$ cat src/include/mie_consts.svh
// Named constants for the move and increment execution block
`ifndef MIE_CONSTS_SVH
`define MIE_CONSTS_SVH

// ****************************************************************
// Phase encodings within one instruction cycle
// ****************************************************************
`define MIE_Q1_DECODE       2'd0
`define MIE_Q2_READ         2'd1
`define MIE_Q3_PROCESS      2'd2
`define MIE_Q4_WRITE        2'd3

// ****************************************************************
// Opcode match fields
// ****************************************************************
`define MIE_NOP_WORD        16'h0000
`define MIE_MOVE_FILE_CODE  6'h14
`define MIE_INC_SKIP_CODE   6'h0f
`define MIE_STORE_W_CODE    7'h37
`define MIE_FF_MOVE_CODE    4'hc
`define MIE_BANK_LIT_CODE   8'h01
`define MIE_PTR_LOAD_CODE   10'h3b8
`define MIE_CALL_CODE       7'h76
`define MIE_GOTO_CODE       8'hef

// ****************************************************************
// Access bank split and protected destinations
// ****************************************************************
`define MIE_ACC_SPLIT       8'h80
`define MIE_ACC_LOW_BANK    4'h0
`define MIE_ACC_HIGH_BANK   4'hf
`define MIE_PC_LOW_ADDR     12'hff9
`define MIE_TOS_UPPER_ADDR  12'hfff
`define MIE_TOS_HIGH_ADDR   12'hffe
`define MIE_TOS_LOW_ADDR    12'hffd

// ****************************************************************
// Sizes and reset values
// ****************************************************************
`define MIE_PTR_COUNT       3
`define MIE_ZERO_BYTE       8'h00
`define MIE_ONE_BYTE        8'h01

`endif

$ cat src/include/mie_pkg.sv
// Types shared by the move and increment execution block
`include "mie_consts.svh"

package mie_pkg;

    // ****************************************************************
    // Operation held for the current instruction cycle
    // ****************************************************************
    typedef enum logic [3:0]
    {
        OP_NOP,     // Idle, skipped or unknown word
        OP_MOVE_FILE, // move_file_op
        OP_INC_SKIP,  // increment_skip_zero_op
        OP_STORE_W,   // store_working_op
        OP_BANK_LIT,  // bank_literal_load_op
        OP_FF1,     // file_to_file_move_op, source cycle
        OP_FF2,     // file_to_file_move_op, destination cycle
        OP_LF1,     // pointer_literal_load_op, high part
        OP_LF2      // pointer_literal_load_op, low part
    } mie_op_e;

    // Which word the next decode phase expects
    typedef enum logic [1:0]
    {
        ST_NORM,
        ST_FF2,
        ST_LF2
    } mie_st_e;

    // ****************************************************************
    // Complete state of the executor
    // ****************************************************************
    typedef struct packed
    {
        logic [1:0]                         phase;
        mie_st_e                            st;
        mie_op_e                            op;
        logic                               skip;
        logic                               dbit;
        logic [11:0]                        addr;
        logic [7:0]                         lit;
        logic [3:0]                         khi;
        logic [1:0]                         sel;
        logic [7:0]                         data;
        logic [7:0]                         w;
        logic [7:0]                         bank;
        logic [`MIE_PTR_COUNT-1:0][3:0]     ptr_hi;
        logic [`MIE_PTR_COUNT-1:0][7:0]     ptr_lo;
        logic [7:0]                         wdata;
        logic                               we;
        logic                               zf;
        logic                               nf;
        logic                               bad_dest;
    } mie_state_s;

endpackage

$ cat src/hdl/mie_exec.sv
// Four-phase executor for move, load and increment-skip instructions
//
// Overview of operation
// - Move file goes to working or file
// - File-to-file move refuses program counter low byte, stack tops
// - File-to-file move: read cycle, then write cycle
// - Bank literal load, one cycle, flags untouched
// - Pointer load: high nibble, then low byte
// - Increment skip zero discards next instruction words
// - Store uses access bank or bank selector
`timescale 1ns/1ps
`include "mie_consts.svh"

module mie_exec
    import mie_pkg::*;
#(
    parameter int NUM_PTR = `MIE_PTR_COUNT  // Indirect pointer count
)
(
    input  wire logic                       clk_i,         // 125 MHz
    input  wire logic                       rst_n_i,       // Async, low
    input  wire logic [15:0]                instr_i,       // Fetched word
    input  wire logic                       instr_valid_i, // Word present
    output logic                            word_take_o,   // Word taken
    output logic      [1:0]                 phase_o,       // Current phase
    output logic      [11:0]                mem_addr_o,    // Data address
    input  wire logic [7:0]                 mem_rdata_i,   // Read data
    output logic      [7:0]                 mem_wdata_o,   // Write data
    output logic                            mem_we_o,      // Write strobe
    output logic      [7:0]                 working_o,     // Working reg
    output logic      [7:0]                 bank_select_reg_o, // Bank sel
    output logic      [NUM_PTR-1:0][11:0]   pointer_o,     // Pointers
    output logic                            zero_flag_o,   // Z flag
    output logic                            neg_flag_o,    // N flag
    output logic                            bad_dest_o     // Refused move
);

    // ****************************************************************
    // Elaboration check
    // ****************************************************************
    // The state struct is sized from the shared pointer count
    if (NUM_PTR != `MIE_PTR_COUNT || NUM_PTR > 4)
    begin : g_bad_ptr
        $error("NUM_PTR must equal the shared pointer count");
    end

    // ****************************************************************
    // State and helpers
    // ****************************************************************
    mie_state_s     q;          // Registered state
    mie_state_s     d;          // Next state
    logic [15:0]    instr_w;    // Word seen at decode
    logic [11:0]    bank_addr;  // Resolved banked address
    logic [7:0]     inc_val;    // Incremented read data
    logic           two_word;   // Word opens a two-word instruction
    logic           dest_bad;   // Protected destination

    // Missing words decode as idle cycles
    assign instr_w = instr_valid_i ? instr_i : `MIE_NOP_WORD;
    assign inc_val = q.data + `MIE_ONE_BYTE;

    // Two-word openers; their second word must also be discarded
    assign two_word = (instr_w[15:12] == `MIE_FF_MOVE_CODE)
                   || (instr_w[15:6]  == `MIE_PTR_LOAD_CODE)
                   || (instr_w[15:9]  == `MIE_CALL_CODE)
                   || (instr_w[15:8]  == `MIE_GOTO_CODE);

    // Program counter low and stack top bytes are never file-to-file move targets
    assign dest_bad = (q.addr == `MIE_PC_LOW_ADDR)
                   || (q.addr == `MIE_TOS_UPPER_ADDR)
                   || (q.addr == `MIE_TOS_HIGH_ADDR)
                   || (q.addr == `MIE_TOS_LOW_ADDR);

    // Banked addressing for one-word file instructions
    mie_bank_addr i_mie_bank_addr
    (
        .file_i   (instr_w[7:0]),
        .bank_a_i (instr_w[8]),
        .bank_i   (q.bank[3:0]),
        .addr_o   (bank_addr)
    );

    // ****************************************************************
    // Next-state logic
    // ****************************************************************
    // One phase per clock; four clocks make one instruction cycle
    always_comb
    begin
        d          = q;
        d.phase    = q.phase + 2'd1;
        d.we       = 1'b0;
        d.bad_dest = 1'b0;
        unique case (q.phase)
            `MIE_Q1_DECODE:
            begin
                if (q.st == ST_FF2)
                begin
                    // Second word: destination, no dummy read
                    d.op   = OP_FF2;
                    d.addr = instr_w[11:0];
                    d.st   = ST_NORM;
                end
                else if (q.st == ST_LF2)
                begin
                    d.op  = OP_LF2;
                    d.lit = instr_w[7:0];
                    d.st  = ST_NORM;
                end
                else if (q.skip)
                begin
                    // Discarded fetch runs as an idle cycle
                    d.op   = OP_NOP;
                    d.skip = two_word;
                end
                else
                begin
                    d.op   = OP_NOP;
                    d.dbit = instr_w[9];
                    d.lit  = instr_w[7:0];
                    d.khi  = instr_w[3:0];
                    d.sel  = instr_w[5:4];
                    d.addr = bank_addr;
                    if (instr_w[15:10] == `MIE_MOVE_FILE_CODE)
                        d.op = OP_MOVE_FILE;
                    else if (instr_w[15:10] == `MIE_INC_SKIP_CODE)
                        d.op = OP_INC_SKIP;
                    else if (instr_w[15:9] == `MIE_STORE_W_CODE)
                        d.op = OP_STORE_W;
                    else if (instr_w[15:8] == `MIE_BANK_LIT_CODE)
                        d.op = OP_BANK_LIT;
                    else if (instr_w[15:12] == `MIE_FF_MOVE_CODE)
                    begin
                        // Source reaches the whole 4096-byte space
                        d.op   = OP_FF1;
                        d.addr = instr_w[11:0];
                        d.st   = ST_FF2;
                    end
                    else if (instr_w[15:6] == `MIE_PTR_LOAD_CODE)
                    begin
                        d.op = OP_LF1;
                        d.st = ST_LF2;
                    end
                end
            end
            `MIE_Q2_READ:
            begin
                // Only file reads sample memory; second words do not
                if (q.op == OP_MOVE_FILE || q.op == OP_INC_SKIP
                    || q.op == OP_FF1)
                    d.data = mem_rdata_i;
            end
            `MIE_Q3_PROCESS:
            begin
                // Strobe stands through the write phase
                if (q.op == OP_STORE_W)
                begin
                    d.we    = 1'b1;
                    d.wdata = q.w;
                end
                else if (q.op == OP_MOVE_FILE && q.dbit)
                begin
                    d.we    = 1'b1;
                    d.wdata = q.data;
                end
                else if (q.op == OP_INC_SKIP && q.dbit)
                begin
                    d.we    = 1'b1;
                    d.wdata = inc_val;
                end
                else if (q.op == OP_FF2)
                begin
                    d.we       = !dest_bad;
                    d.bad_dest = dest_bad;
                    d.wdata    = q.data;
                end
                if (q.op == OP_INC_SKIP)
                    d.data = inc_val;
            end
            `MIE_Q4_WRITE:
            begin
                if (q.op == OP_MOVE_FILE)
                begin
                    if (!q.dbit)
                        d.w = q.data;
                    d.zf = (q.data == `MIE_ZERO_BYTE);
                    d.nf = q.data[7];
                end
                else if (q.op == OP_INC_SKIP)
                begin
                    // Flags untouched; a zero result skips the next word
                    if (!q.dbit)
                        d.w = q.data;
                    d.skip = (q.data == `MIE_ZERO_BYTE);
                end
                else if (q.op == OP_BANK_LIT)
                begin
                    d.bank = q.lit;
                end
                else if (q.op == OP_LF1 && int'(q.sel) < NUM_PTR)
                begin
                    d.ptr_hi[q.sel] = q.khi;
                end
                else if (q.op == OP_LF2 && int'(q.sel) < NUM_PTR)
                begin
                    d.ptr_lo[q.sel] = q.lit;
                end
            end
        endcase
    end

    // ****************************************************************
    // State register
    // ****************************************************************
    always_ff @(posedge clk_i or negedge rst_n_i)
    begin
        if (!rst_n_i)
            q <= '0;
        else
            q <= d;
    end

    // ****************************************************************
    // Outputs
    // ****************************************************************
    // Handshake is combinational; everything else is registered
    assign word_take_o       = (q.phase == `MIE_Q1_DECODE);
    assign phase_o           = q.phase;
    assign mem_addr_o        = q.addr;
    assign mem_wdata_o       = q.wdata;
    assign mem_we_o          = q.we;
    assign working_o         = q.w;
    assign bank_select_reg_o = q.bank;
    assign zero_flag_o       = q.zf;
    assign neg_flag_o        = q.nf;
    assign bad_dest_o        = q.bad_dest;

    // Pointer high nibble over low byte, per entry
    for (genvar i = 0; i < NUM_PTR; i++)
    begin : g_ptr
        assign pointer_o[i] = {q.ptr_hi[i], q.ptr_lo[i]};
    end

endmodule // mie_exec

$ cat src/hdl/mie_bank_addr.sv
// Banked file address resolver for one-word file instructions
`timescale 1ns/1ps
`include "mie_consts.svh"

module mie_bank_addr
(
    input  wire logic [7:0]  file_i,   // Offset within the 256-byte bank
    input  wire logic        bank_a_i, // Zero picks the access bank
    input  wire logic [3:0]  bank_i,   // Bank selector low nibble
    output logic      [11:0] addr_o    // Full data memory address
);

    // ****************************************************************
    // Bank choice
    // ****************************************************************
    // Access bank mixes low bank 0 and high special-function bank
    always_comb
    begin
        if (!bank_a_i)
        begin
            if (file_i < `MIE_ACC_SPLIT)
                addr_o = {`MIE_ACC_LOW_BANK, file_i};
            else
                addr_o = {`MIE_ACC_HIGH_BANK, file_i};
        end
        else
        begin
            addr_o = {bank_i, file_i};
        end
    end

endmodule // mie_bank_addr

$ cat config.mk
export PLATFORM = sky130hd
export DESIGN_NAME = mie_exec
export DESIGN_NICKNAME = d
export VERILOG_FILES = /design/src/include/mie_pkg.sv /design/src/hdl/mie_exec.sv /design/src/hdl/mie_bank_addr.sv
export VERILOG_INCLUDE_DIRS = /design/src /design/src/include
export SDC_FILE = /design/constraint.sdc
export NUM_CORES = 1
export LEC_CHECK = 0
export BUFFER_PORTS_ARGS = -buffer_cell sky130_fd_sc_hd__clkbuf_2
export CAP_MARGIN = 15
export CORE_ASPECT_RATIO = 0.9
export CORE_MARGIN = 1
export CORE_UTILIZATION = 60
export CTS_BUF_LIST = sky130_fd_sc_hd__clkbuf_4 sky130_fd_sc_hd__clkbuf_8
export DETAILED_ROUTE_END_ITERATION = 6
export HOLD_SLACK_MARGIN = 0.05
export PLACE_DENSITY_LB_ADDON = 0.08
export SLEW_MARGIN = 20
export SYNTH_ARGS = -nofsm -noshare
export SYNTH_HDL_FRONTEND = slang
export SYNTH_SLANG_ARGS = --single-unit
$ cat constraint.sdc
create_clock -name clk_i -period 3.3 [get_ports clk_i]
set_clock_uncertainty 0.2 [all_clocks]
set_input_delay 0.66 -clock clk_i [delete_from_list [all_inputs] [get_ports clk_i]]
set_output_delay 0.66 -clock clk_i [all_outputs]
set_load 0.01 [all_outputs]
==> results of run 1 <==
## metal layers
| metal | global-route usage (%) | share of wire [%] | vias to the layer above |
|---|---|---|---|
| li1 | - | - | 2003 |
| met1 | 38.2 | 48 | 2074 |
| met2 | 41.2 | 46 | 126 |
| met3 | 3.69 | 4.7 | 11 |
| met4 | 9.03 | 1.1 | 0 |
| met5 | 0 | 0 | - |
## area by class of cell
cell class	count	area [µm²]	area share, %
clock inverters	6	82.6	1.36
clock buffers	10	131	2.17
multi-input cells	348	2330	38.5
flip-flops and latches	108	2700	44.7
well taps	122	153	2.52
inverters	23	86.3	1.43
repair buffers	110	566	9.35
## metrics by stage
| stage | power, mW | util [%] | setup slack (ns) | instances | cell area [µm²] |
|---|---|---|---|---|---|
| 5_1_grt | 3.31 | 65.4 | 0.322 | 727 | 6050 |
| 2_1_floorplan | 2.17 | - | 1.05 | 579 | 5790 |
| 6_report | 3.14 | 65.4 | 0.488 | 727 | 6050 |
| 4_1_cts | 3.16 | 65.4 | 0.475 | 727 | 6050 |
| 3_3_place_gp | 2.28 | 63.1 | 0.587 | 711 | 5840 |
| 3_5_place_dp | 2.31 | 63.1 | 0.506 | 711 | 5840 |
## final timing paths
check                                         from  cells after the start                        to
setup / recovery              phase_o[0]$_DFF_PN0_                      6         q[71]$_DFFE_PN0P_
hold / removal                             rst_n_i                      1  pointer_o[9]$_DFFE_PN0P_
setup reg to reg              phase_o[0]$_DFF_PN0_                      6         q[71]$_DFFE_PN0P_
hold reg to reg            zero_flag_o$_DFFE_PN0P_                      2   zero_flag_o$_DFFE_PN0P_
max in group asynchronous                  rst_n_i                      2  pointer_o[5]$_DFFE_PN0P_
min in group clk_i         zero_flag_o$_DFFE_PN0P_                      2   zero_flag_o$_DFFE_PN0P_
## placed cells by master, fill, tap and decap left out, types with 5 or more instances in the layout
master,netlist,final
nor2b_1,9,9
or3_1,5,5
a21oi_1,9,9
mux2i_1,5,5
clkbuf_2,1,104
nand2b_1,10,10
inv_1,23,23
nand2_1,71,71
buf_4,74,6
dfrtp_1,108,108
a221oi_1,6,6
ha_1,8,8
clkbuf_8,0,9
nor2_1,17,17
nor3_1,11,11
o21ai_0,54,54
mux2_2,41,41
nand4_1,6,6
nand3_1,20,20
## power groups by stage
stage | registers [mW] | clock network (mW) | logic, mW
finish | 1.69 | 0.854 | 0.595
global route | 1.72 | 0.923 | 0.668
CTS | 1.69 | 0.870 | 0.599
detailed placement | 1.71 | 0 | 0.595
global placement | 1.71 | 0 | 0.579
floorplan | 1.62 | 0 | 0.554
## registers in the layout, indices dropped and copies added (netlist names)
signal	flops
bank_select_reg_o	8
neg_flag_o	1
mem_addr_o	12
zero_flag_o	1
working_o	8
pointer_o	36
mem_we_o	1
bad_dest_o	1
mem_wdata_o	8
q	30
phase_o	2
## worst max-delay path: stages (launching register included)
cell	delay (ns)
dfrtp_1	0.41
inv_1	0.09
ha_1	0.44
or4bb_1	0.61
o22a_1	0.37
or4b_1	0.55
nand3_1	0.09
## cells by family after synthesis
family	Yosys count
simple gates	181
buf+inv	123
compound gates	111
flops	108
mux	46
fa+ha+maj	9
xor+xnor	1
==> results.txt, run 1 <==
Top post-synthesis cells by area: dfrtp_1, buf_4, mux2_2
Initial Utilization: 62.6%
Port buffer count: 105
Pin slew with the least headroom to its limit: 0.801 ns
Drt pass-1 iters: 4
Max-Cap Viols: 0
Crit path DAT: 2.92 ns
Drc violations: 0
Critical Path Sink Type: register
Ports: 106
Initial antenna violation count: 0
Synth Register Bits: 108
Clock sink count: 108
Hold Slack: 0.0606 ns
CP max FO: 20
Die Y: 95.2 µm
Internal: 2.12 mW
GRT Overall Usage: 26.4%
Sw Share: 32.5%
Number of fillers in the final layout: 799
CTS tree: built
Area Growth Syn to Fin: 4.52%
Hold_buf cts: 0
Syn. warnings: 0
Async S/R FF share, synth: 100%
Path type of the worst min-delay path: in2async
CP Class: reg2reg
Synth cell count leaders: dfrtp_1, buf_4, nand2_1
RePlAce Congestion: 0.898
First-pass GRT wire length: 20.5 mm
Clock share of power: 27.2%
Seq/Total Area, Yosys: 46.7%
XOR/XNOR Fraction of Synth Area: 0.151%
Synth Area in Compound Gates: 13.1%
Die Footprint: 10000 µm²
# Post-CTS Setup Buffers: 0
Max Root-Sink Buffers: 2
Total CTS buffers: 9
Status: complete, no violations
Clock-pin slew of the registers on the worst-case setup and hold paths: 0.11 ns
Post-synth EDFFs: 0
Fmax: 0.356 GHz
Flop pwr share: 53.9%
Largest net degree at the start of global routing: 40
Mux contribution to synthesized area: 8.84%
Row count: 33
Leakage: 2.96 nW
IR drop worst, VDD: 0.314 mV
Simple-Gate Fraction of Synth Area: 16.3%
WL/cell: 17.1 µm
R2r setup slk: 0.49 ns
Vias: 4214
DP HPWL: 9.41 mm
Minimum clock period: 2.81 ns
Vias in the first global route: 4031
Logic pwr share: 18.9%
Post-route ant nets: 0
Avg Inst Size Synth: 10.0 µm²
Final net count: 635
Adder-Cell Fraction of Synth Area: 1.90%
Synth Instances: 579
Root buffer cell: clkbuf_8
Drt via density: 5.80
Critical path required time: 3.41 ns
Post-Route Setup TNS: 0 ns
Unrepaired setup endpoints after global routing: false
Total congestion overflow: 0
Share of the synthesized area in the top cell type: 46.7%
CTS resizes: 0
Syn Nets: 614
Post-Syn Area: 5790 µm²
Relative slew slack: 46.4%
Yosys cell types: 66
H-tree levels: 3
Fin crit share: 85.2%
Share of cells above drive strength 1: 29.3%
Diode count: 0
Drt total wl: 12.5 mm
Synth Flop Type: dfrtp_1
Startpoint types: register
Largest family of logic cells by synthesized area: simple AND/OR/NAND/NOR gates
NetSw: 1.02 mW
Final Setup Violations: 0
Die X: 106 µm
Worst skew pair latency: 0.37 ns
Most frequent cell after synthesis: dfrtp_1
Leading area contributor after synthesis: dfrtp_1
Initial drt markers: 189
Max-slew violation count: 0
Pwr/cell area: 519 nW/µm²
Final hold vios: 0
Core area: 9250 µm²
No activity file was read; power rests on OpenSTA's default activity.
==> run 2: changes to the inputs <==
Settings changed: MAX_ROUTING_LAYER set to met4.
==> run 2 against run 1 <==
  * Sequential power barely moved
  * Final cell count fell by 0.14%
  * Global-route usage rose by 0.57 points
  * Maximum frequency rose by 0.62%
  * Worst hold slack improved by 0.076 ns
  * Clock power fell by 0.7%
  * Utilization did not move
  * Worst setup slack improved by 0.017 ns
  * Via count fell by 0.28%
  * Register-to-register slack improved by 0.02 ns
==> results.txt, run 2 (synthesized netlist as in run 1, its figures left out) <==
Post-Route Setup TNS: 0 ns (unchanged)
Crit-path max cell delay: 0.60 ns (was 0.61 ns)
RePlAce Congestion: 0.899 (was 0.898)
Startpoint types: register (unchanged)
Delay-heaviest family, CP: simple AND/OR/NAND/NOR gates (unchanged)
Final net count: 634 (was 635)
Share of cells above drive strength 1: 29.1% (was 29.3%)
Unrepaired setup endpoints after global routing: false (unchanged)
Crit path DAT: 2.91 ns (was 2.92 ns)
Drt pass-1 iters: 4 (unchanged)
Diode count: 0 (unchanged)
Layout Cell Area excl Fill: 6050 µm² (unchanged)
Final Setup Violations: 0 (unchanged)
Critical path required time: 3.41 ns (about the same)
Max-slew violation count: 0 (unchanged)
First-pass GRT wire length: 20.3 mm (was 20.5 mm)
Initial Utilization: 62.6% (unchanged)
Minimum clock period: 2.79 ns (was 2.81 ns)
Initial drt markers: 220 (was 189)
Drt via density: 5.79 (was 5.80)
Max Root-Sink Buffers: 2 (unchanged)
IR drop worst, VDD: 0.278 mV (was 0.314 mV)
Die Footprint: 10000 µm² (unchanged)
Hold Slack: 0.137 ns (was 0.0606 ns)
GRT Overall Usage: 27.0% (was 26.4%)
CP Class: reg2reg (unchanged)
Drc violations: 0 (unchanged)
DP HPWL: 9.25 mm (was 9.41 mm)
Status: complete, no violations (unchanged)
Ports: 106 (unchanged)
Hold_buf cts: 0 (unchanged)
Total congestion overflow: 0 (unchanged)
# Post-CTS Setup Buffers: 0 (unchanged)
CTS tree: built (unchanged)
Total CTS buffers: 9 (unchanged)
Crit path cell chain: inv_1 -> ha_1 -> or4bb_1 -> o22a_1 -> or4b_1 -> nand3_1 (unchanged)
CP Launch Point: phase_o[0]$_DFF_PN0_ (unchanged)
R2r setup slk: 0.51 ns (was 0.49 ns)
Area after DPL: 5840 µm² (about the same)
Relative slew slack: 48.2% (was 46.4%)
Worst skew pair latency: 0.37 ns (about the same)
Port buffer count: 105 (unchanged)
CTS resizes: 0 (unchanged)
Root buffer cell: clkbuf_8 (unchanged)
Clock sink count: 108 (unchanged)
Row count: 33 (unchanged)
Leakage: 2.96 nW (about the same)
Die X: 106 µm (unchanged)
Commonest non-fill, non-tap cells in the layout: dfrtp_1, clkbuf_2, nand2_1 (unchanged)
Die Y: 95.2 µm (unchanged)
Clock-pin slew of the registers on the worst-case setup and hold paths: 0.10 ns (was 0.11 ns)
H-tree levels: 3 (unchanged)
Largest net degree at the start of global routing: 59 (was 40)
Fmax: 0.358 GHz (was 0.356 GHz)
Most common cell after layout, fill and taps aside: dfrtp_1 (unchanged)
Vias in the first global route: 3981 (was 4031)
Critical Path Sink Type: register (unchanged)
Area Growth Syn to Fin: 4.52% (unchanged)
Largest register FFs: 36 (unchanged)
Core area: 9250 µm² (unchanged)
Fin crit share: 84.7% (was 85.2%)
CP max FO: 20 (unchanged)
Vias: 4202 (was 4214)
WL/cell: 16.9 µm (was 17.1 µm)
Initial antenna violation count: 0 (unchanged)
Tot Pwr: 3.14 mW (about the same)
CP Buf/Inv Count: 1 (unchanged)
Post-route ant nets: 0 (unchanged)
Pin slew with the least headroom to its limit: 0.774 ns (was 0.801 ns)
Drt total wl: 12.3 mm (was 12.5 mm)
R2R Path Start: phase_o[0]$_DFF_PN0_ (unchanged)
Finished Core Util: 65.4% (unchanged)
Pwr/cell area: 519 nW/µm² (about the same)
Path type of the worst min-delay path: in2async (unchanged)
Max-Cap Viols: 0 (unchanged)
Final hold vios: 0 (unchanged)
Worst path slowest cell: or4bb_1 (unchanged)
-- run 2: cell count changes in the layout (fill, tap and decap cells not counted), sizes merged --
cell,change
inv,+1
clkinv,-1
buf,-1
-- run 2: power by group --
| group | total (mW) | internal (mW) | switching [mW] | leakage (nW) |
|---|---|---|---|---|
| clock | 0.848 | 0.376 | 0.472 | 0.105 |
| combinational | 0.597 | 0.251 | 0.346 | 1.42 |
| sequential | 1.69 | 1.49 | 0.200 | 1.44 |
-- run 2: cell type report --
| type | count | area, µm² |
|---|---|---|
| clock buffers | 10 | 131 |
| fillers | 794 | 3200 |
| multi-input cells | 348 | 2330 |
| flip-flops and latches | 108 | 2700 |
| inverters | 23 | 86.3 |
| well taps | 122 | 153 |
| clock inverters | 6 | 77.6 |
| repair buffers | 109 | 571 |
-- run 2: worst register-to-register path, delay by kind of cell, from the launching register on --
family                     cells  cell delay, ns
buffers and inverters          1            0.09
adders and majority gates      1            0.44
AOI/OAI and AO/OA              1            0.36
DFF                            1            0.41
and+or+nand+nor                3            1.25
-- run 2: worst paths after layout --
check,to,depth (start not counted)
max reg2reg,q[71]$_DFFE_PN0P_,6
max in group asynchronous,q[65]$_DFFE_PN0P_,2
max,q[71]$_DFFE_PN0P_,6
min reg2reg,bank_select_reg_o[6]$_DFFE_PN0P_,2
min,pointer_o[11]$_DFFE_PN0P_,1
min in group clk_i,bank_select_reg_o[6]$_DFFE_PN0P_,2
-- run 2: per-stage QoR --
step	setup slack, ns	instances
3_5_place_dp	0.524	710
2_1_floorplan	1.05	579
5_1_grt	0.347	726
6_report	0.505	726
4_1_cts	0.503	726
3_3_place_gp	0.597	710
-- run 2: metal layers --
layer,share of wire [%],up-vias,track usage [%]
li1,-,2002,-
met1,47,2067,37.4
met2,47,124,41.7
met3,5.3,9,5.19
met4,0.76,0,5.67
met5,0,-,-
==> run 3: changes to the inputs <==
Settings changed: CORE_UTILIZATION 60 to 58.
Clock period 3.3 ns to 2.9 ns, I/O delays scaled along.
==> run 3 against run 2 <==
  * Die area rose by 3.4%
  * Combinational power rose by 14%
  * Final cell count rose by 1.1%
  * Maximum frequency rose by 11%
  * Worst hold slack improved by 0.13 ns
  * Highest routed layer unchanged
==> results.txt, run 3 (synthesized netlist as in run 1, its figures left out) <==
Vias in the first global route: 3992 (was 3981)
Number of fillers in the final layout: 848 (was 794)
Final Setup Violations: 0 (unchanged)
Crit path DAT: 2.61 ns (was 2.91 ns)
First-pass GRT wire length: 20.2 mm (was 20.3 mm)
CP max FO: 14 (was 20)
Hold Crit Depth: 3
Drt pass-1 iters: 4 (unchanged)
Final hold vios: 0 (unchanged)
Non-filler cells, final: 734 (was 726)
Post-Route Setup TNS: 0 ns (unchanged)
Initial Utilization: 59.7% (was 62.6%)
Die X: 107 µm (was 106 µm)
Diode count: 0 (unchanged)
Total congestion overflow: 0 (unchanged)
Critical Path Sink Type: register (unchanged)
Sequential cell area: 2700 µm² (unchanged)
DP HPWL: 9.17 mm (was 9.25 mm)
CP Class: reg2reg (unchanged)
Critical path required time: 3.00 ns (was 3.41 ns)
Root buffer cell: clkbuf_8 (unchanged)
DP Cell Count: 718 (was 710)
Fin crit share: 86.6% (was 84.7%)
Total CTS buffers: 9 (unchanged)
Most common cell after layout, fill and taps aside: dfrtp_1 (unchanged)
Pwr/cell area: 570 nW/µm² (was 519 nW/µm²)
Status: complete, no violations (unchanged)
Path type of the worst min-delay path: in2reg (was in2async)
RePlAce Congestion: 0.872 (was 0.899)
Final net count: 639 (was 634)
Area Growth Syn to Fin: 4.80% (was 4.52%)
Relative slew slack: 51.2% (was 48.2%)
Largest net degree at the start of global routing: 49 (was 59)
Share of cells above drive strength 1: 29.4% (was 29.1%)
Ports: 106 (unchanged)
Initial drt markers: 221 (was 220)
Vias: 4223 (was 4202)
Multi-input gate area: 2330 µm² (unchanged)
Post-route ant nets: 0 (unchanged)
Drc violations: 0 (unchanged)
Commonest non-fill, non-tap cells in the layout: dfrtp_1, clkbuf_2, nand2_1 (unchanged)
# Post-CTS Setup Buffers: 0 (unchanged)
Drt via density: 5.75 (was 5.79)
Clock sink count: 108 (unchanged)
Minimum clock period: 2.51 ns (was 2.79 ns)
Die Y: 96.8 µm (was 95.2 µm)
Max-Cap Viols: 0 (unchanged)
Initial antenna violation count: 0 (unchanged)
IR drop worst, VDD: 0.297 mV (was 0.278 mV)
Max Root-Sink Buffers: 2 (unchanged)
Max-slew violation count: 0 (unchanged)
Row count: 34 (was 33)
Drt total wl: 12.1 mm (was 12.3 mm)
GRT Overall Usage: 25.5% (was 27.0%)
R2R cell count: 6 (unchanged)
Clock-pin slew of the registers on the worst-case setup and hold paths: 0.09 ns (was 0.10 ns)
WL/cell: 16.5 µm (was 16.9 µm)
Core area: 9700 µm² (was 9250 µm²)
CTS tree: built (unchanged)
H-tree levels: 3 (unchanged)
Largest register FFs: 36 (unchanged)
Unrepaired setup endpoints after global routing: false (unchanged)
Port buffer count: 105 (unchanged)
Pin slew with the least headroom to its limit: 0.732 ns (was 0.774 ns)
Leakage: 2.97 nW (was 2.96 nW)
Startpoint types: register (unchanged)
Fmax: 0.398 GHz (was 0.358 GHz)
Worst skew pair latency: 0.36 ns (was 0.37 ns)
Die Footprint: 10400 µm² (was 10000 µm²)
## run 3: timing repair
action	in CTS	in global routing
hold buffers	1	0
endpoints found under the hold margin	33	0
resized for setup	0	0
## run 3: worst paths after layout
check / from / end / slack (ns)
min in group asynchronous: rst_n_i / pointer_o[17]$_DFFE_PN0P_ / 0.50
min: instr_i[1] / q[79]$_DFFE_PN0P_ / 0.27
max reg2reg: phase_o[0]$_DFF_PN0_ / q[71]$_DFFE_PN0P_ / 0.39
max: phase_o[0]$_DFF_PN0_ / q[71]$_DFFE_PN0P_ / 0.39
min reg2reg: mem_wdata_o[0]$_DFFE_PN0P_ / mem_wdata_o[0]$_DFFE_PN0P_ / 0.30
max in group asynchronous: rst_n_i / mem_addr_o[5]$_DFFE_PN0P_ / 1.27
## run 3: final cells by class
cell class                      count  area share [%]
Timing Repair Buffer              114            10.1
Tap cell                          126            2.60
Multi-Input combinational cell    348            38.4
Clock buffer                       10            2.27
Clock inverter                      5           0.701
Inverter                           23            1.42
Sequential cell                   108            44.5
## run 3: worst max-delay path, stage by stage (launching register included)
cell and delay, ns:
dfrtp_1 0.41, inv_1 0.09, ha_1 0.22, or4bb_1 0.52, o22a_1 0.37, or4b_1 0.55
nand3_1 0.09
## run 3: per-layer routing
layer | wire length (µm) | up-vias | global-route usage, %
met4 | 151 | 0 | 7.48
met3 | 776 | 10 | 3.57
met5 | 0 | - | -
li1 | - | 2014 | -
met2 | 5510 | 146 | 37.3
met1 | 5700 | 2053 | 37.3
## run 3: where the power goes
group	internal, mW	total (mW)	leakage, nW	switching [mW]
sequential	1.70	1.91	1.44	0.216
clock	0.343	0.862	0.0898	0.519
combinational	0.287	0.680	1.44	0.393
total	2.33	3.46	2.97	1.13
## run 3: through the flow
step | area, µm² | utilization [%] | power (mW) | hold WS [ns] | setup WS (ns)
floorplan | 5790 | - | 2.47 | 0.0844 | 0.647
global placement | 5880 | 60.6 | 2.60 | 0.270 | 0.474
detailed placement | 5880 | 60.6 | 2.62 | 0.278 | 0.407
CTS | 6070 | 62.6 | 3.49 | 0.248 | 0.390
global route | 6070 | 62.6 | 3.66 | 0.274 | 0.251
finish | 6070 | 62.6 | 3.46 | 0.269 | 0.389
